File: src/hw/lps_pkg.sv
// Purpose: Shared constants and types of the low-power standby/halt sequencer.
// Assumes: One ref_clk cycle stands for one oscillator and one system clock cycle.
// Notes: Counts derive from printed times and the 250 MHz clock rate.
`default_nettype none
package lps_pkg;
  localparam int unsigned CLK_MHZ = 250;
  localparam int CNT_W_DEF = 20;
  // Pipeline flush lengths per divider select
  localparam int unsigned FLUSH_SHORT_CYC = 16;
  localparam int unsigned FLUSH_MID_CYC = 32;
  localparam int unsigned FLUSH_LONG_CYC = 64;
  // External clock output low window after the idle instruction
  localparam int unsigned XCLK_LOW_MIN_CYC = 32;
  localparam int unsigned XCLK_LOW_MAX_CYC = 45;
  localparam int unsigned XCLK_LOW_CYC = (XCLK_LOW_MIN_CYC + XCLK_LOW_MAX_CYC) / 2;
  localparam int XCLK_W = 6;
  // Wake pulse figures, oscillator cycles
  localparam int unsigned WAKE_HOLDOFF_CYC = 5;
  localparam int unsigned UNQUAL_MIN_CYC = 3;
  localparam int unsigned QUAL_BASE_CYC = 2;
  localparam int unsigned HALT_GPIO_EXTRA_CYC = 2;
  localparam int unsigned HALT_RST_EXTRA_CYC = 8;
  localparam int unsigned OSC_START_CYC_DEF = 64;
  // PLL lock time
  localparam int unsigned PLL_LOCK_MS = 1;
  localparam int unsigned PLL_LOCK_CYC_DEF = PLL_LOCK_MS * CLK_MHZ * 1000;
  // Wake to execution limits, system clock cycles
  localparam int unsigned STBY_RESUME_CYC = 100;
  localparam int unsigned FLASH_SLEEP_RESUME_CYC = 1125;
  localparam int unsigned SARAM_HALT_RESUME_CYC = 35;
  localparam int unsigned RESUME_MARGIN_CYC = 4;
  // Controller register map
  localparam logic [7:0] CTRL_OFS = 8'h00;
  localparam logic [7:0] WIDTH_OFS = 8'h04;
  localparam logic [7:0] STAT_OFS = 8'h08;
  localparam int IDLE_BIT = 0;
  localparam int GO_BIT = 1;
  localparam int KIND_LSB = 2;
  localparam logic [15:0] WIDTH_RST = 16'h0003;
  // Wake source kinds
  localparam logic [1:0] KIND_GPIO = 2'h0;
  localparam logic [1:0] KIND_RST = 2'h1;
  localparam logic [1:0] KIND_INT = 2'h2;
  localparam logic [1:0] KIND_WD = 2'h3;
  typedef enum logic [2:0] {
    st_run, st_flush, st_standby, st_halt, st_osc_start, st_pll_lock, st_resume
  } lps_dev_state_type;
  typedef enum logic [0:0] {h_ready, h_pulse} lps_host_state_type;
endpackage : lps_pkg
`default_nettype wire

File: src/hw/lps_link_if.sv
// Purpose: Link between the sequencer and the CPU/wake-source side.
// Assumes: All signals synchronous to ref_clk.
// Notes: Wake pin and reset pin are active low.
`default_nettype none
interface lps_link_if;
  logic idle_exec;
  logic wake_gpio_n;
  logic device_reset_pin_n;
  logic int_wake;
  logic watchdog_interrupt;
  logic cpu_run;
  logic osc_stable;
  logic external_clock_output;
  modport device (
    input idle_exec, wake_gpio_n, device_reset_pin_n, int_wake, watchdog_interrupt,
    output cpu_run, osc_stable, external_clock_output
  );
  modport host (
    output idle_exec, wake_gpio_n, device_reset_pin_n, int_wake, watchdog_interrupt,
    input cpu_run, osc_stable, external_clock_output
  );
endinterface : lps_link_if
`default_nettype wire

File: src/hw/lps_down_counter.sv
// Purpose: Loadable down counter that stops at zero.
// Assumes: Load has priority over counting.
// Notes: done is high while the count is zero.
`default_nettype none
module lps_down_counter #(
  parameter int W = 8
) (
  // Clock and reset
  input wire logic ref_clk,
  input wire logic rst_n,
  // Control
  input wire logic load,
  input wire logic [W-1:0] load_val,
  // Status
  output logic done
);
  logic [W-1:0] cnt_reg;
  logic [W-1:0] cnt_next;

  assign cnt_next = load ? load_val : ((cnt_reg != '0) ? cnt_reg - W'(1) : cnt_reg);
  assign done = (cnt_reg == '0);

  always_ff @(posedge ref_clk or negedge rst_n) begin
    if (!rst_n) begin
      cnt_reg <= '0;
    end else begin
      cnt_reg <= cnt_next;
    end
  end
endmodule : lps_down_counter
`default_nettype wire

File: src/hw/lps_device.sv
// Purpose: Standby/halt low-power sequencer, device end.
// Assumes: Wake sources obey holdoff, width and release timing.
// Notes: Clock controls are registered and high means running.
// Operation
// - Idle instruction enters the selected low-power mode.
// - Standby keeps system clock 16/32/64 cycles first.
// - Standby gates peripherals, keeps PLL and watchdog.
// - Wake not asserted before 5 oscillator cycles.
// - Standby wake width 3, or 2+count qualified.
// - External clock output low 32 to 45 cycles.
// - Standby resume within 100 or 1125 cycles.
// - Resume at instruction after idle.
// - Wake interrupt serviced after standby only if enabled.
// - Wake source drives glitch-free full-width pulses.
// - Halt GPIO wake lasts start-up plus 2.
// - Halt reset-pin wake lasts start-up plus 8.
// - Halt flushes 16/32/64 cycles, then stops clocks.
// - Halt gates peripherals, PLL, crystal oscillator; crystal only if xtal_source is set.
// - Keep-alive bits hold oscillators and watchdog.
// - GPIO falling edge restarts oscillator in halt.
// - GPIO released only after oscillator stable.
// - PLL lock sequence gets 1 ms.
// - Halt resume within 1125 or 35 cycles.
// - Halt exit services wake interrupt if enabled.
// - Interrupts, watchdog, reset pin also wake.
`default_nettype none
module lps_device #(
  parameter int unsigned OSC_START_CYC = lps_pkg::OSC_START_CYC_DEF,
  parameter int unsigned PLL_LOCK_CYC = lps_pkg::PLL_LOCK_CYC_DEF,
  parameter int CNT_W = lps_pkg::CNT_W_DEF
) (
  // Clock and reset
  input wire logic ref_clk,
  input wire logic rst_n,
  // Link to CPU and wake sources
  lps_link_if.device link,
  // Configuration
  input wire logic lpm_select_halt,
  input wire logic [1:0] clock_divider_select,
  input wire logic standby_qual_en,
  input wire logic [5:0] standby_qual_count,
  input wire logic xtal_source,
  input wire logic keep_osc_one,
  input wire logic keep_osc_two,
  input wire logic keep_watchdog,
  input wire logic flash_asleep,
  input wire logic wake_int_enable,
  // Clock controls
  output logic sys_clk_run,
  output logic periph_clk_en,
  output logic pll_en,
  output logic xtal_osc_en,
  output logic core_clock_input_en,
  output logic internal_osc_one_en,
  output logic internal_osc_two_en,
  output logic watchdog_en,
  // Status
  output logic in_standby,
  output logic in_halt,
  output logic wake_irq
);
  import lps_pkg::*;

  lps_dev_state_type state_reg;
  lps_dev_state_type state_next;
  logic halt_mode_reg;
  logic halt_mode_next;
  logic gpio_prev_reg;
  logic [6:0] qual_cnt_reg;
  logic [6:0] qual_cnt_next;
  logic [6:0] qual_need;
  logic [10:0] out_reg;
  logic [10:0] out_next;
  logic xclk_reg;
  logic xclk_next;
  logic wake_irq_reg;
  logic wake_irq_next;
  logic phase_load;
  logic phase_done;
  logic [CNT_W-1:0] phase_val;
  logic [CNT_W-1:0] flush_val;
  logic [CNT_W-1:0] resume_val;
  logic idle_take;
  logic wake_lvl;
  logic stby_wake;
  logic halt_wake;
  logic nx_lp;
  logic nx_halted;
  logic xclk_load;
  logic xclk_done;
  logic xclk_low;

  // Idle accepted only while running; mode latched at that moment
  assign idle_take = (state_reg == st_run) && link.idle_exec;
  assign halt_mode_next = idle_take ? lpm_select_halt : halt_mode_reg;

  // Flush length from divider select
  assign flush_val = (clock_divider_select == 2'h3) ? CNT_W'(FLUSH_LONG_CYC - 1) :
                     (clock_divider_select == 2'h2) ? CNT_W'(FLUSH_MID_CYC - 1) :
                     CNT_W'(FLUSH_SHORT_CYC - 1);

  // Resume latency kept inside the printed limits
  assign resume_val = flash_asleep ? CNT_W'(FLASH_SLEEP_RESUME_CYC - RESUME_MARGIN_CYC) :
                      halt_mode_reg ? CNT_W'(SARAM_HALT_RESUME_CYC - RESUME_MARGIN_CYC) :
                      CNT_W'(STBY_RESUME_CYC - RESUME_MARGIN_CYC);

  // Any wake event, level form
  assign wake_lvl = !link.wake_gpio_n || !link.device_reset_pin_n ||
                    link.int_wake || link.watchdog_interrupt;

  // Standby qualification: any wake source active for 2 plus count consecutive cycles
  assign qual_need = 7'(QUAL_BASE_CYC) + {1'h0, standby_qual_count};
  assign stby_wake = wake_lvl &&
                     (!standby_qual_en || (qual_cnt_reg + 7'h01 >= qual_need));
  assign qual_cnt_next = (state_reg == st_standby && wake_lvl) ? qual_cnt_reg + 7'h01 :
                         7'h00;

  // Halt: falling edge of the wake pin, or other wake sources
  assign halt_wake = (gpio_prev_reg && !link.wake_gpio_n) ||
                     !link.device_reset_pin_n || link.int_wake ||
                     (link.watchdog_interrupt && keep_watchdog);

  always_comb begin
    state_next = state_reg;
    case (state_reg)
      st_run: begin
        if (idle_take) begin
          state_next = st_flush;
        end
      end
      st_flush: begin
        if (phase_done) begin
          state_next = halt_mode_reg ? st_halt : st_standby;
        end
      end
      st_standby: begin
        if (stby_wake) begin
          state_next = st_resume;
        end
      end
      st_halt: begin
        if (halt_wake) begin
          state_next = st_osc_start;
        end
      end
      st_osc_start: begin
        if (phase_done) begin
          state_next = st_pll_lock;
        end
      end
      st_pll_lock: begin
        if (phase_done) begin
          state_next = st_resume;
        end
      end
      st_resume: begin
        if (phase_done) begin
          state_next = st_run;
        end
      end
      default: begin
        state_next = st_run;
      end
    endcase
  end

  // Phase timer reloads on each state change
  assign phase_load = (state_next != state_reg);
  always_comb begin
    case (state_next)
      st_flush: phase_val = flush_val;
      st_osc_start: phase_val = CNT_W'(OSC_START_CYC - 1);
      st_pll_lock: phase_val = CNT_W'(PLL_LOCK_CYC - 1);
      st_resume: phase_val = resume_val;
      default: phase_val = '0;
    endcase
  end

  lps_down_counter #(
    .W(CNT_W)
  ) u_phase (
    .ref_clk(ref_clk),
    .rst_n(rst_n),
    .load(phase_load),
    .load_val(phase_val),
    .done(phase_done)
  );

  // External clock output forced low a fixed time after idle
  assign xclk_load = idle_take;
  lps_down_counter #(
    .W(XCLK_W)
  ) u_xclk (
    .ref_clk(ref_clk),
    .rst_n(rst_n),
    .load(xclk_load),
    .load_val(XCLK_W'(XCLK_LOW_CYC - 1)),
    .done(xclk_done)
  );
  assign xclk_low = (state_reg != st_run) && xclk_done && !xclk_load;
  assign xclk_next = xclk_low ? 1'h0 : !xclk_reg;

  // Clock controls decoded from the next state
  assign nx_lp = (state_next == st_standby) || nx_halted;
  assign nx_halted = (state_next == st_halt) || (state_next == st_osc_start) ||
                     (state_next == st_pll_lock);
  assign out_next[0] = !nx_lp;
  assign out_next[1] = !nx_lp;
  assign out_next[2] = !nx_halted || (state_next == st_pll_lock);
  assign out_next[3] = !((state_next == st_halt) && xtal_source);
  assign out_next[4] = !nx_halted;
  assign out_next[5] = (state_next != st_halt) || keep_osc_one;
  assign out_next[6] = (state_next != st_halt) || keep_osc_two;
  assign out_next[7] = !nx_halted || keep_watchdog;
  assign out_next[8] = (state_next == st_run);
  assign out_next[9] = !((state_next == st_halt) || (state_next == st_osc_start));
  assign out_next[10] = (state_next == st_standby);

  // Wake interrupt handed on at exit, only when enabled
  assign wake_irq_next = (state_reg == st_resume) && phase_done && wake_int_enable;

  assign sys_clk_run = out_reg[0];
  assign periph_clk_en = out_reg[1];
  assign pll_en = out_reg[2];
  assign xtal_osc_en = out_reg[3];
  assign core_clock_input_en = out_reg[4];
  assign internal_osc_one_en = out_reg[5];
  assign internal_osc_two_en = out_reg[6];
  assign watchdog_en = out_reg[7];
  assign link.cpu_run = out_reg[8];
  assign link.osc_stable = out_reg[9];
  assign in_standby = out_reg[10];
  assign in_halt = halt_mode_reg && !out_reg[8] && !out_reg[10];
  assign link.external_clock_output = xclk_reg;
  assign wake_irq = wake_irq_reg;

  always_ff @(posedge ref_clk or negedge rst_n) begin
    if (!rst_n) begin
      state_reg <= st_run;
      halt_mode_reg <= 1'h0;
      gpio_prev_reg <= 1'h1;
      qual_cnt_reg <= 7'h00;
      out_reg <= 11'h3FF;
      xclk_reg <= 1'h0;
      wake_irq_reg <= 1'h0;
    end else begin
      state_reg <= state_next;
      halt_mode_reg <= halt_mode_next;
      gpio_prev_reg <= link.wake_gpio_n;
      qual_cnt_reg <= qual_cnt_next;
      out_reg <= out_next;
      xclk_reg <= xclk_next;
      wake_irq_reg <= wake_irq_next;
    end
  end
endmodule : lps_device
`default_nettype wire

File: src/flat_wrapper.sv
// flat-port wrapper written by rule: the top's interface ports become plain ports
module lps_device_flat import lps_pkg::*;
#(
  parameter int unsigned OSC_START_CYC = lps_pkg::OSC_START_CYC_DEF,
  parameter int unsigned PLL_LOCK_CYC = lps_pkg::PLL_LOCK_CYC_DEF,
  parameter int CNT_W = lps_pkg::CNT_W_DEF
)
  (ref_clk, rst_n, lpm_select_halt, clock_divider_select, standby_qual_en, standby_qual_count, xtal_source, keep_osc_one, keep_osc_two, keep_watchdog, flash_asleep, wake_int_enable, sys_clk_run, periph_clk_en, pll_en, xtal_osc_en, core_clock_input_en, internal_osc_one_en, internal_osc_two_en, watchdog_en, in_standby, in_halt, wake_irq, link_idle_exec, link_wake_gpio_n, link_device_reset_pin_n, link_int_wake, link_watchdog_interrupt, link_cpu_run, link_osc_stable, link_external_clock_output);
  lps_link_if link_i ();
  input wire logic ref_clk;
  input wire logic rst_n;
  input wire logic lpm_select_halt;
  input wire logic [1:0] clock_divider_select;
  input wire logic standby_qual_en;
  input wire logic [5:0] standby_qual_count;
  input wire logic xtal_source;
  input wire logic keep_osc_one;
  input wire logic keep_osc_two;
  input wire logic keep_watchdog;
  input wire logic flash_asleep;
  input wire logic wake_int_enable;
  output logic sys_clk_run;
  output logic periph_clk_en;
  output logic pll_en;
  output logic xtal_osc_en;
  output logic core_clock_input_en;
  output logic internal_osc_one_en;
  output logic internal_osc_two_en;
  output logic watchdog_en;
  output logic in_standby;
  output logic in_halt;
  output logic wake_irq;
  input wire logic [$bits(link_i.idle_exec)-1:0] link_idle_exec;
  input wire logic [$bits(link_i.wake_gpio_n)-1:0] link_wake_gpio_n;
  input wire logic [$bits(link_i.device_reset_pin_n)-1:0] link_device_reset_pin_n;
  input wire logic [$bits(link_i.int_wake)-1:0] link_int_wake;
  input wire logic [$bits(link_i.watchdog_interrupt)-1:0] link_watchdog_interrupt;
  output wire logic [$bits(link_i.cpu_run)-1:0] link_cpu_run;
  output wire logic [$bits(link_i.osc_stable)-1:0] link_osc_stable;
  output wire logic [$bits(link_i.external_clock_output)-1:0] link_external_clock_output;
  assign link_i.idle_exec = link_idle_exec;
  assign link_i.wake_gpio_n = link_wake_gpio_n;
  assign link_i.device_reset_pin_n = link_device_reset_pin_n;
  assign link_i.int_wake = link_int_wake;
  assign link_i.watchdog_interrupt = link_watchdog_interrupt;
  assign link_cpu_run = link_i.cpu_run;
  assign link_osc_stable = link_i.osc_stable;
  assign link_external_clock_output = link_i.external_clock_output;
  lps_device #(.OSC_START_CYC(OSC_START_CYC), .PLL_LOCK_CYC(PLL_LOCK_CYC), .CNT_W(CNT_W)) u_core (.ref_clk(ref_clk), .rst_n(rst_n), .link(link_i), .lpm_select_halt(lpm_select_halt), .clock_divider_select(clock_divider_select), .standby_qual_en(standby_qual_en), .standby_qual_count(standby_qual_count), .xtal_source(xtal_source), .keep_osc_one(keep_osc_one), .keep_osc_two(keep_osc_two), .keep_watchdog(keep_watchdog), .flash_asleep(flash_asleep), .wake_int_enable(wake_int_enable), .sys_clk_run(sys_clk_run), .periph_clk_en(periph_clk_en), .pll_en(pll_en), .xtal_osc_en(xtal_osc_en), .core_clock_input_en(core_clock_input_en), .internal_osc_one_en(internal_osc_one_en), .internal_osc_two_en(internal_osc_two_en), .watchdog_en(watchdog_en), .in_standby(in_standby), .in_halt(in_halt), .wake_irq(wake_irq));
endmodule
File: config.mk
export PLATFORM = sky130hd
export DESIGN_NAME = lps_device_flat
export DESIGN_NICKNAME = d
export VERILOG_FILES = /design/src/hw/lps_pkg.sv /design/src/hw/lps_link_if.sv /design/src/hw/lps_down_counter.sv /design/src/hw/lps_device.sv /design/src/flat_wrapper.sv
export SDC_FILE = /design/constraint.sdc
export NUM_CORES = 1
export LEC_CHECK = 0
export BUFFER_PORTS_ARGS = -buffer_cell sky130_fd_sc_hd__clkbuf_2
export CAP_MARGIN = 5
export CORE_UTILIZATION = 56
export DETAILED_ROUTE_END_ITERATION = 10
export PLACE_DENSITY_LB_ADDON = 0.15
export SLEW_MARGIN = 30
export SYNTH_ARGS = -nofsm -noshare
export SYNTH_HDL_FRONTEND = slang
export SYNTH_SLANG_ARGS = --single-unit
File: constraint.sdc
create_clock -name ref_clk -period 3.9 [get_ports ref_clk]
set_input_delay 0.39 -clock ref_clk [delete_from_list [all_inputs] [get_ports ref_clk]]
set_output_delay 0.39 -clock ref_clk [all_outputs]
set_load 0.02 [all_outputs]
==> results of run 1 <==
==> layout by cell type (no fill, tap or decap), types with 2 or more instances in the layout <==
master / synthesis / routed
o22ai_1: 2 / 2
a21o_1: 2 / 2
nor2b_1: 8 / 8
dfstp_2: 10 / 10
or3_1: 7 / 7
nor4_2: 3 / 3
nand3_1: 15 / 15
nor2_1: 29 / 29
nor4_1: 3 / 3
nand2_1: 20 / 20
clkbuf_2: 0 / 36
nand2b_1: 7 / 7
nor3_1: 12 / 12
and3_1: 2 / 2
a211o_1: 2 / 2
clkbuf_8: 0 / 6
o21ai_0: 18 / 18
nand4_1: 3 / 3
ha_1: 12 / 12
inv_1: 14 / 14
dfrtp_1: 40 / 40
a21oi_1: 8 / 8
xnor2_1: 17 / 17
xor2_1: 10 / 10
a211oi_1: 2 / 2
nor3b_1: 2 / 2
buf_4: 1 / 2
or2_1: 2 / 2
and2_1: 2 / 2
==> critical path, cell delays in order, from the launching register on <==
cell and delay, ns:
dfrtp_1 0.42, ha_1 0.23, nand3_1 0.14, nor2_1 0.07, xor2_1 0.15, ha_1 0.30, nand4_1 0.09, or3_1 0.40
a41oi_1 0.26, a211o_1 0.47, nand3_1 0.29, o21ai_0 0.15
==> final cells by class <==
type | count | share of cell area (%)
Multi-Input combinational cell | 208 | 44.9
Sequential cell | 50 | 41.3
Timing Repair Buffer | 38 | 6.37
Clock buffer | 7 | 2.82
Tap cell | 67 | 2.74
Inverter | 14 | 1.72
Clock inverter | 1 | 0.163
==> metal layers <==
| layer | up-vias | share of wire (%) |
|---|---|---|
| met5 | - | 0 |
| met4 | 0 | 0.41 |
| met3 | 2 | 3.9 |
| met2 | 42 | 48 |
| met1 | 981 | 48 |
| li1 | 1049 | - |
==> metrics by stage <==
| step | power, uW | cells | worst slack (ns) | instance area, sq um | utilization, % |
|---|---|---|---|---|---|
| floorplan | 1250 | 281 | 1.23 | 2740 | - |
| CTS | 1700 | 385 | 0.860 | 3060 | 64.8 |
| detailed placement | 1400 | 377 | 0.868 | 2970 | 62.9 |
| finish | 1690 | 385 | 0.858 | 3060 | 64.8 |
| global route | 1830 | 385 | 0.620 | 3060 | 64.8 |
| global placement | 1390 | 377 | 1.00 | 2970 | 62.9 |
==> how the worst min path moves through the flow <==
stage | startpoint | endpoint | slack, ns | cells after the start
floorplan | rst_n | u_core.halt_mode_reg | 0.09 | 0
global placement | u_core.link.external_clock_output | u_core.link.external_clock_output | 0.42 | 1
detailed placement | u_core.link.external_clock_output | u_core.link.external_clock_output | 0.42 | 1
CTS | link_wake_gpio_n | u_core.gpio_prev_reg | 0.18 | 1
global route | link_wake_gpio_n | u_core.gpio_prev_reg | 0.17 | 1
finish | rst_n | u_core.u_xclk.cnt_reg[5] | 0.19 | 2
==> cells by family (layout without fill, tap and decap cells) <==
| kind of cell | Yosys count | count (layout) |
|---|---|---|
| flip-flops | 50 | 50 |
| adder cells (fa/ha/maj) | 12 | 12 |
| AO/OA/AOI/OAI | 48 | 48 |
| buffers and inverters | 23 | 60 |
| multiplexers | 1 | 1 |
| XOR/XNOR | 27 | 27 |
| AND/OR/NAND/NOR | 120 | 120 |
==> power by group through the flow <==
| stage | combinational, uW | sequential, uW | clock [uW] |
|---|---|---|---|
| after floorplan | 421 | 825 | 0 |
| after global placement | 539 | 846 | 0 |
| after detailed placement | 550 | 847 | 0 |
| after CTS | 553 | 840 | 311 |
| after global routing | 629 | 866 | 331 |
| final | 549 | 841 | 302 |
==> impl_metrics.tcl, run 1 <==
set metrics [dict create \
    grt_use_total_pct 22.3 \
    worstSetupStartpointType "register" \
    die_area_sq_um 5170 \
    fp-row-count 25 \
    synth_edf_count 0 \
    h-tree-depth 2 \
    max_cap_viol_count 0 \
    grt_pass1_wl_mm 9.00 \
    synth.cell_area_sq_um 2740 \
    cts-root-buf "clkbuf_8" \
    post_cts_resized 0 \
    seq_area_sq_um 1260 \
    critPathKind "register to register" \
    yosysWarnings 0 \
    cts_sinks 50 \
    arrival_ns 3.26 \
    synthTopCellsByArea "dfrtp_1 (37%), dfstp_2 (9.6%), ha_1 (5.5%), xnor2_1 (5.4%), nor2_1 (4.0%)" \
    cts_buffers 5 \
    pwr-share-comb_pct 32.4 \
    ant_nets 0 \
    synth_xor_area_share_pct 8.63 \
    multi_input_area_sq_um 1380 \
    leakagePower_uw 0.00136 \
    drt_first_pass_iters 4 \
    hpwl_mm 3.99 \
    async_reset_ff_share_pct 100 \
    hold_class "input port to async pin" \
    drcViolationCount 0 \
    status "complete, no violations" \
    totalWireLength_mm 5.30 \
    cts_tree "built" \
    clk_pin_slew_ns 0.08 \
    finalWorstPathRequiredPeriod_ns 3.04 \
    synth_fp_nets 316 \
    yosysMostFrequentCell "dfrtp_1" \
    cts_buffer_depth 2 \
    viasPerCell 5.39 \
    gr-total-overflow 0 \
    synth-compound-area-share_pct 12.9 \
    synth-simple-area-share_pct 22.9 \
    period_share_pct 78.0 \
    vias 2074 \
    postCtsSetupRepairBufs 0 \
    setup_tns_ns 0 \
    yosysTopAreaCell "dfrtp_1" \
    synth_commonest_cells "dfrtp_1 (40), nor2_1 (29), nand2_1 (20), o21ai_0 (18), xnor2_1 (17)" \
    syn_to_final_growth_pct 11.8 \
    chipHeight_um 71.9 \
    grt_pass1_vias 1984 \
    swShare_pct 36.5 \
    nFillCells 388 \
    largest_reg_flops 20 \
    grt_use_met2_pct 35.8 \
    use_met3_pct 4.17 \
    postSynthAreaPerCell_sq_um 9.75 \
    synth_mux_area_share_pct 0.365 \
    p_seq_share_pct 49.7 \
    slew-limit-headroom_pct 58.2 \
    pwr-share-clk_pct 17.8 \
    die_x_um 71.9 \
    synth_top_area_share_pct 36.5 \
    cp-end-kind "register" \
    rsz0062_at_grt "no" \
    regToRegEndpoint "u_core.u_phase.cnt_reg[7]" \
    place.gp.congestion 0.943 \
    slew_violations 0 \
    worst_slew_pin_slew_ns 0.627 \
    met1_usage_pct 31.4 \
    synth_top_family_by_area "simple AND/OR/NAND/NOR gates" \
    ys_types 51 \
    critPathLaunch "u_core.qual_cnt_reg[0]" \
    setup-violations-final 0 \
    p_per_area_nw_per_um2 552 \
    initial_core_util_pct 58.0 \
    port_buffers 36 \
    insertion_delay_ns 0.29 \
    synth_ff_type "dfrtp_1" \
    ys_seq_elements 50 \
    grt_busiest_layer "met2" \
    reg2reg_depth 11 \
    regToRegSetupSlack_ns 0.86 \
    fin_nets 352 \
    max_freq_mhz 329 \
    ios 37 \
    cp_max_fo 17 \
    core_area_sq_um 4720 \
    synthCells 281 \
    internal_power_uw 1070 \
    synth_fa_ha_area_share_pct 5.48 \
    first_iter_violations 92 \
    p_sw_uw 617 \
    fin_hold_ws_ns 0.188 \
    r2r_start "u_core.qual_cnt_reg[0]" \
    synth_seq_area_share_pct 46.1 \
    cp.required_ns 4.12 \
    grt_max_degree 51 \
    n_antenna_cell 0 \
    vdd_ir_drop_max_uv 327 \
    cts_hold_buf 0 \
    fin_skew_ns 0.00236 \
    hold_violations 0 \
    drive_above_1_share_pct 20.4 \
    crit_end "u_core.u_phase.cnt_reg[7]" \
    antenna_found_initial 0 \
    routedWlPerCell_um 13.8 \
]
No activity file was read; power rests on OpenSTA's default activity.
==> inputs of run 2 (changes only) <==
--- a/config.mk
+++ b/config.mk
@@ -5,6 +5,7 @@
 export SDC_FILE = /design/constraint.sdc
 export NUM_CORES = 1
 export LEC_CHECK = 0
+export ABC_AREA = 1
 export BUFFER_PORTS_ARGS = -buffer_cell sky130_fd_sc_hd__clkbuf_2
 export CAP_MARGIN = 5
 export CORE_UTILIZATION = 56
==> constraint.sdc (replaced) <==
create_clock -name ref_clk -period 2.9 [get_ports ref_clk]
set_input_delay 0.29 -clock ref_clk [delete_from_list [all_inputs] [get_ports ref_clk]]
set_output_delay 0.29 -clock ref_clk [all_outputs]
set_load 0.02 [all_outputs]
==> impl_metrics.tcl, run 2 <==
set metrics [dict create \
    routedWlPerCell_um 12.3 \
    crit_buf_inv 3 \
    total_power_uw 3420 \
    worstSetupStartpointType "register" \
    yosysMostFrequentCell "nand2_1" \
    synthTopCellsByArea "dfrtp_1 (33%), nand2_1 (11%), dfstp_2 (8.5%), inv_1 (7.1%), nor2_1 (6.6%)" \
    slew-limit-headroom_pct 50.1 \
    insertion_delay_ns 0.31 \
    vdd_ir_drop_max_uv 534 \
    crit_path_frequent_cell "nand2_2" \
    slowest_stage "dfrtp_1" \
    worst_slew_pin_slew_ns 0.749 \
    leakagePower_uw 0.00183 \
    p_sw_uw 1600 \
    rsz0062_at_grt "yes" \
    internal_power_uw 1820 \
    final_common_cell "nand2_1" \
    grt_pass1_wl_mm 11.0 \
    fin_hold_ws_ns 0.0284 \
    max_freq_mhz 367 \
    pwr-share-comb_pct 55.8 \
    postSynthAreaPerCell_sq_um 7.69 \
    arrival_ns 2.93 \
    ant_nets 0 \
    cts_hold_buf 0 \
    design_area_sq_um 3580 \
    layout_common_cells "nand2_1 (80), inv_1 (57), nor2_1 (53), dfrtp_1 (40), clkbuf_2 (36)" \
    cts_tree "built" \
    hpwl_mm 4.84 \
    die_area_sq_um 5800 \
    crit_end "u_core.u_phase.cnt_reg[1]" \
    synth_ff_type "dfrtp_1" \
    dp_slack_ns -0.0516 \
    gr-total-overflow 0 \
    fin_skew_ns 0.0105 \
    critPathKind "register to register" \
    r2r_start "u_core.qual_cnt_reg[0]" \
    fin_nets 485 \
    synth_seq_area_share_pct 41.1 \
    drive_above_1_share_pct 23.7 \
    critPathLaunch "u_core.qual_cnt_reg[0]" \
    max_cap_viol_count 0 \
    cp_max_fo 8 \
    largest_reg_flops 20 \
    cts_buffer_depth 2 \
    regToRegEndpoint "u_core.u_phase.cnt_reg[1]" \
    setup_tns_ns 0 \
    clk_pin_slew_ns 0.10 \
    regToRegSetupSlack_ns 0.18 \
    multi_input_area_sq_um 1630 \
    grt_pass1_vias 2502 \
    drcViolationCount 0 \
    synth_edf_count 0 \
    fp-row-count 26 \
    port_buffers 36 \
    nFillCells 430 \
    yosysWarnings 0 \
    antenna_found_initial 0 \
    grt_use_total_pct 23.6 \
    syn_to_final_growth_pct 16.3 \
    cts-root-buf "clkbuf_8" \
    slew_violations 0 \
    hold_class "input port to async pin" \
    swShare_pct 46.7 \
    core_area_sq_um 5200 \
    critical-path-max-stage-delay_ns 0.38 \
    pwr-share-clk_pct 11.9 \
    setup_slack_ns 0.176 \
    drt_first_pass_iters 5 \
    die_x_um 76.1 \
    cts_buffers 5 \
    viasPerCell 5.11 \
    ys_types 34 \
    p_per_area_nw_per_um2 955 \
    initial_core_util_pct 59.1 \
    setup-violations-final 0 \
    cp_top_family "simple AND/OR/NAND/NOR gates" \
    place.gp.congestion 0.878 \
    ios 37 \
    chipHeight_um 76.1 \
    cp.required_ns 3.10 \
    synth_top_area_share_pct 32.5 \
    p_seq_share_pct 32.3 \
    post_dp_cell_area_sq_um 3390 \
    seq_area_sq_um 1260 \
    ys_seq_elements 50 \
    finalWorstPathRequiredPeriod_ns 2.72 \
    path_depth 22 \
    n_antenna_cell 0 \
    status "complete, no violations" \
    synth_fp_nets 435 \
    grt_max_degree 32 \
    async_reset_ff_share_pct 100 \
    yosysTopAreaCell "dfrtp_1" \
    period_share_pct 93.9 \
    synth_commonest_cells "nand2_1 (87), inv_1 (58), nor2_1 (54), dfrtp_1 (40), nand3_1 (23)" \
    cts_sinks 50 \
    synth.cell_area_sq_um 3080 \
    cp-end-kind "register" \
    critical_path.cell_chain "ha_2 > nand2_2 > nor2_1 > inv_1 > nor2_2 > buf_4 > nand3b_1 > nand2_2 > ha_4 > nand2_2 > nand2_2 > a21oi_2 > nand4_1 > nand2_1 > nand2_2 > nand2_2 > nand4_1 > buf_6 > nand2_4 > nand2_2 > nand2_1 > nand2_1" \
    synthCells 400 \
    first_iter_violations 117 \
    h-tree-depth 2 \
    reg2reg_depth 22 \
    vias 2663 \
    totalWireLength_mm 6.39 \
    hold_violations 0 \
]
run 2: how the worst min path moves through the flow:
stage          cells after the start                        to        startpoint  slack [ns]
2_1_floorplan                      0      u_core.halt_mode_reg             rst_n      -0.006
3_5_place_dp                       1  u_core.u_xclk.cnt_reg[5]             rst_n        0.39
4_1_cts                            1    u_core.qual_cnt_reg[0]             rst_n        0.05
6_report                           1  u_core.u_xclk.cnt_reg[3]             rst_n        0.03
5_1_grt                            1      u_core.gpio_prev_reg  link_wake_gpio_n        0.05
3_3_place_gp                       1  u_core.u_xclk.cnt_reg[4]             rst_n        0.39
run 2: routing by layer:
| metal | track usage, % | routed length, um |
|---|---|---|
| met5 | 0 | 0 |
| met3 | 3.95 | 319 |
| met2 | 39.2 | 3010 |
| met1 | 32.2 | 3000 |
| met4 | 6.15 | 54 |
run 2: logic make-up (layout without fill, tap and decap cells):
kind of cell    after synthesis  in the layout  synth area share (%)
compound gates               37             37                  6.75
flops                        50             50                  41.1
simple gates                216            216                  33.0
fa+ha+maj                    12             12                  4.88
buf+inv                      64            115                  8.33
xor+xnor                     21             21                  5.98
run 2: worst register-to-register path, stage by stage (launching register included):
cell      delay [ns]
dfrtp_1         0.38
ha_2            0.20
nand2_2         0.06
nor2_1          0.09
inv_1           0.06
nor2_2          0.11
buf_4           0.13
nand3b_1        0.11
nand2_2         0.11
ha_4            0.21
nand2_2         0.06
nand2_2         0.06
a21oi_2         0.09
nand4_1         0.10
nand2_1         0.11
nand2_2         0.07
nand2_2         0.07
nand4_1         0.19
buf_6           0.21
nand2_4         0.07
nand2_2         0.04
nand2_1         0.05
nand2_1         0.04
run 2: repair_timing:
action	in CTS	in global routing
gates resized for setup	2	20
setup buffers	1	2
setup endpoints to repair	8	23
hold endpoints to repair	0	0
pin swaps	1	16
run 2: stage by stage:
stage / util, % / cells
final: 68.8 / 521
after global routing: 68.8 / 521
after CTS: 66.9 / 519
after detailed placement: 65.1 / 510
after global placement: 65.1 / 510
after floorplan: - / 400
run 2: cell type report:
cell class                 count  share of cell area, %
timing repair buffer          47                   7.90
clock inverter                 2                  0.384
sequential                    50                   35.3
inverter                      60                   6.29
tap                           70                   2.45
clock buffer                   6                   2.03
multi-input combinational    286                   45.6
run 2: power groups by stage:
stage                     Clock [uW]  Sequential [uW]  Combinational (uW)
after floorplan                    0             1130                1320
after CTS                        418             1100                1830
final                            407             1100                1910
after global routing             442             1120                2150
after detailed placement           0             1110                1790
after global placement             0             1110                1760
==> inputs of run 3 (changes only) <==
--- a/config.mk
+++ b/config.mk
@@ -8,7 +8,7 @@
 export ABC_AREA = 1
 export BUFFER_PORTS_ARGS = -buffer_cell sky130_fd_sc_hd__clkbuf_2
 export CAP_MARGIN = 5
-export CORE_UTILIZATION = 56
+export CORE_UTILIZATION = 53
 export DETAILED_ROUTE_END_ITERATION = 10
 export PLACE_DENSITY_LB_ADDON = 0.15
 export SLEW_MARGIN = 30
==> constraint.sdc (replaced) <==
create_clock -name ref_clk -period 2.5 [get_ports ref_clk]
set_input_delay 0.25 -clock ref_clk [delete_from_list [all_inputs] [get_ports ref_clk]]
set_output_delay 0.25 -clock ref_clk [all_outputs]
set_load 0.02 [all_outputs]
==> impl_metrics.tcl, run 3 (same netlist as run 2, synthesis figures left out) <==
set metrics [dict create \
    nFillCells 462 \
    crit_buf_inv 4 \
    fin_nets 503 \
    antenna_found_initial 0 \
    grt_pass1_vias 2788 \
    status "finished, violations left" \
    routedWlPerCell_um 13.0 \
    die_area_sq_um 6120 \
    drive_above_1_share_pct 30.3 \
    p_per_area_nw_per_um2 1120 \
    leakagePower_uw 0.00195 \
    final_common_cell "nand2_1" \
    cts_tree "built" \
    n_antenna_cell 0 \
    cp_top_family "simple AND/OR/NAND/NOR gates" \
    finalWorstPathRequiredPeriod_ns 2.74 \
    cp.required_ns 2.68 \
    largest_reg_flops 20 \
    totalWireLength_mm 7.03 \
    grt_use_met2_pct 40.8 \
    die_x_um 78.2 \
    design_area_sq_um 3830 \
    insertion_delay_ns 0.30 \
    cts_sinks 50 \
    arrival_ns 2.93 \
    cp_max_fo 5 \
    slew_violations 0 \
    syn_to_final_growth_pct 24.5 \
    total_power_uw 4290 \
    clk_pin_slew_ns 0.10 \
    fin_hold_ws_ns -0.0167 \
    use_met3_pct 3.60 \
    internal_power_uw 2310 \
    initial_core_util_pct 55.6 \
    grt_busiest_layer "met2" \
    grt_use_total_pct 25.0 \
    post_dp_cell_area_sq_um 3530 \
    cts_hold_buf 0 \
    ant_nets 0 \
    cts_buffers 5 \
    cp-end-kind "register" \
    hold_class "input port to async pin" \
    reg2reg_depth 20 \
    setup_slack_ns -0.245 \
    fin_skew_ns 0.00773 \
    grt_pass1_wl_mm 12.1 \
    layout_common_cells "nand2_1 (79), inv_1 (55), nor2_1 (50), dfrtp_1 (40), clkbuf_2 (36)" \
    dp_slack_ns -0.281 \
    worstSetupStartpointType "register" \
    grt_max_degree 28 \
    max_freq_mhz 364 \
    ios 37 \
    viasPerCell 5.13 \
    core_area_sq_um 5540 \
    critical_path.cell_chain "ha_2 > nand2_2 > nor2_2 > inv_2 > nor2_4 > inv_2 > o21ai_2 > nand2_2 > ha_4 > nand2_4 > inv_2 > a21oi_2 > nand4_1 > nand2_2 > nand2_4 > nand2_4 > nand4_1 > nor2_2 > buf_6 > a21oi_1" \
    drt_first_pass_iters 4 \
    pwr-share-clk_pct 13.5 \
    finish.utilization_pct 69.2 \
    max_cap_viol_count 0 \
    met1_usage_pct 33.7 \
    violations "negative hold slack, negative setup slack" \
    critical-path-max-stage-delay_ns 0.36 \
    hold_violations 16 \
    vias 2776 \
    slew-limit-headroom_pct 52.6 \
    fp-row-count 27 \
    path_depth 20 \
    slowest_stage "dfrtp_1" \
    port_buffers 36 \
    rsz0062_at_grt "yes" \
    critPathKind "register to register" \
    h-tree-depth 2 \
    p_seq_share_pct 29.8 \
    cts-root-buf "clkbuf_8" \
    first_iter_violations 119 \
    gr-total-overflow 0 \
    chipHeight_um 78.2 \
    drcViolationCount 0 \
    p_sw_uw 1980 \
    worst_slew_pin_slew_ns 0.711 \
    place.gp.congestion 0.928 \
    period_share_pct 110 \
    pwr-share-comb_pct 56.7 \
    hpwl_mm 5.14 \
    cts_buffer_depth 2 \
    vdd_ir_drop_max_uv 718 \
    setup-violations-final 24 \
    swShare_pct 46.2 \
]
-- run 3: power by group through the flow --
stage          clock network (uW)  logic, uW  registers [uW]
4_1_cts                       598       2280            1270
2_1_floorplan                   0       1560            1310
3_3_place_gp                    0       2130            1280
5_1_grt                       631       2730            1310
6_report                      580       2430            1280
3_5_place_dp                    0       2190            1280
-- run 3: area by class of cell --
class                           instances  area (sq um)  share of cell area, %
Timing Repair Buffer                   65           429                   11.2
Sequential cell                        50          1260                   33.0
Clock buffer                            5          68.8                   1.80
Inverter                               60           225                   5.88
Clock inverter                          3          43.8                   1.14
Tap cell                               72          90.1                   2.35
Multi-Input combinational cell        286          1710                   44.7
-- run 3: path summary, 6_finish.rpt --
path                                                   start                                end  slack (ns)
setup / recovery                      u_core.qual_cnt_reg[1]         u_core.u_phase.cnt_reg[16]       -0.24
min in group ref_clk                        link_wake_gpio_n               u_core.gpio_prev_reg        0.03
max in group asynchronous                              rst_n          u_core.u_phase.cnt_reg[0]        1.95
setup reg to reg                      u_core.qual_cnt_reg[1]         u_core.u_phase.cnt_reg[16]       -0.24
hold reg to reg            u_core.link.external_clock_output  u_core.link.external_clock_output        0.44
hold / removal                                         rst_n           u_core.u_xclk.cnt_reg[5]       -0.02
-- run 3: metal layers --
layer	up-vias	share of wire [%]	wire length, um
li1	1404	-	-
met1	1291	46	3230
met2	68	49	3410
met3	13	3.4	238
met4	0	2.2	153
met5	-	0	0
-- run 3: stage by stage --
step / setup TNS (ns) / std cells
finish: -4.42 / 541
global route: -10.07 / 541
CTS: -1.55 / 539
detailed placement: -4.22 / 529
global placement: -1.33 / 529
floorplan: -1.01 / 400
-- run 3: what timing repair did --
item / 4_1_cts / 5_1_grt
hold endpoints to repair: 0 / 0
setup buffers: 3 / 3
gates resized for setup: 17 / 24
gates cloned: 0 / 0
setup endpoints to repair: 25 / 27
pin swaps: 11 / 7
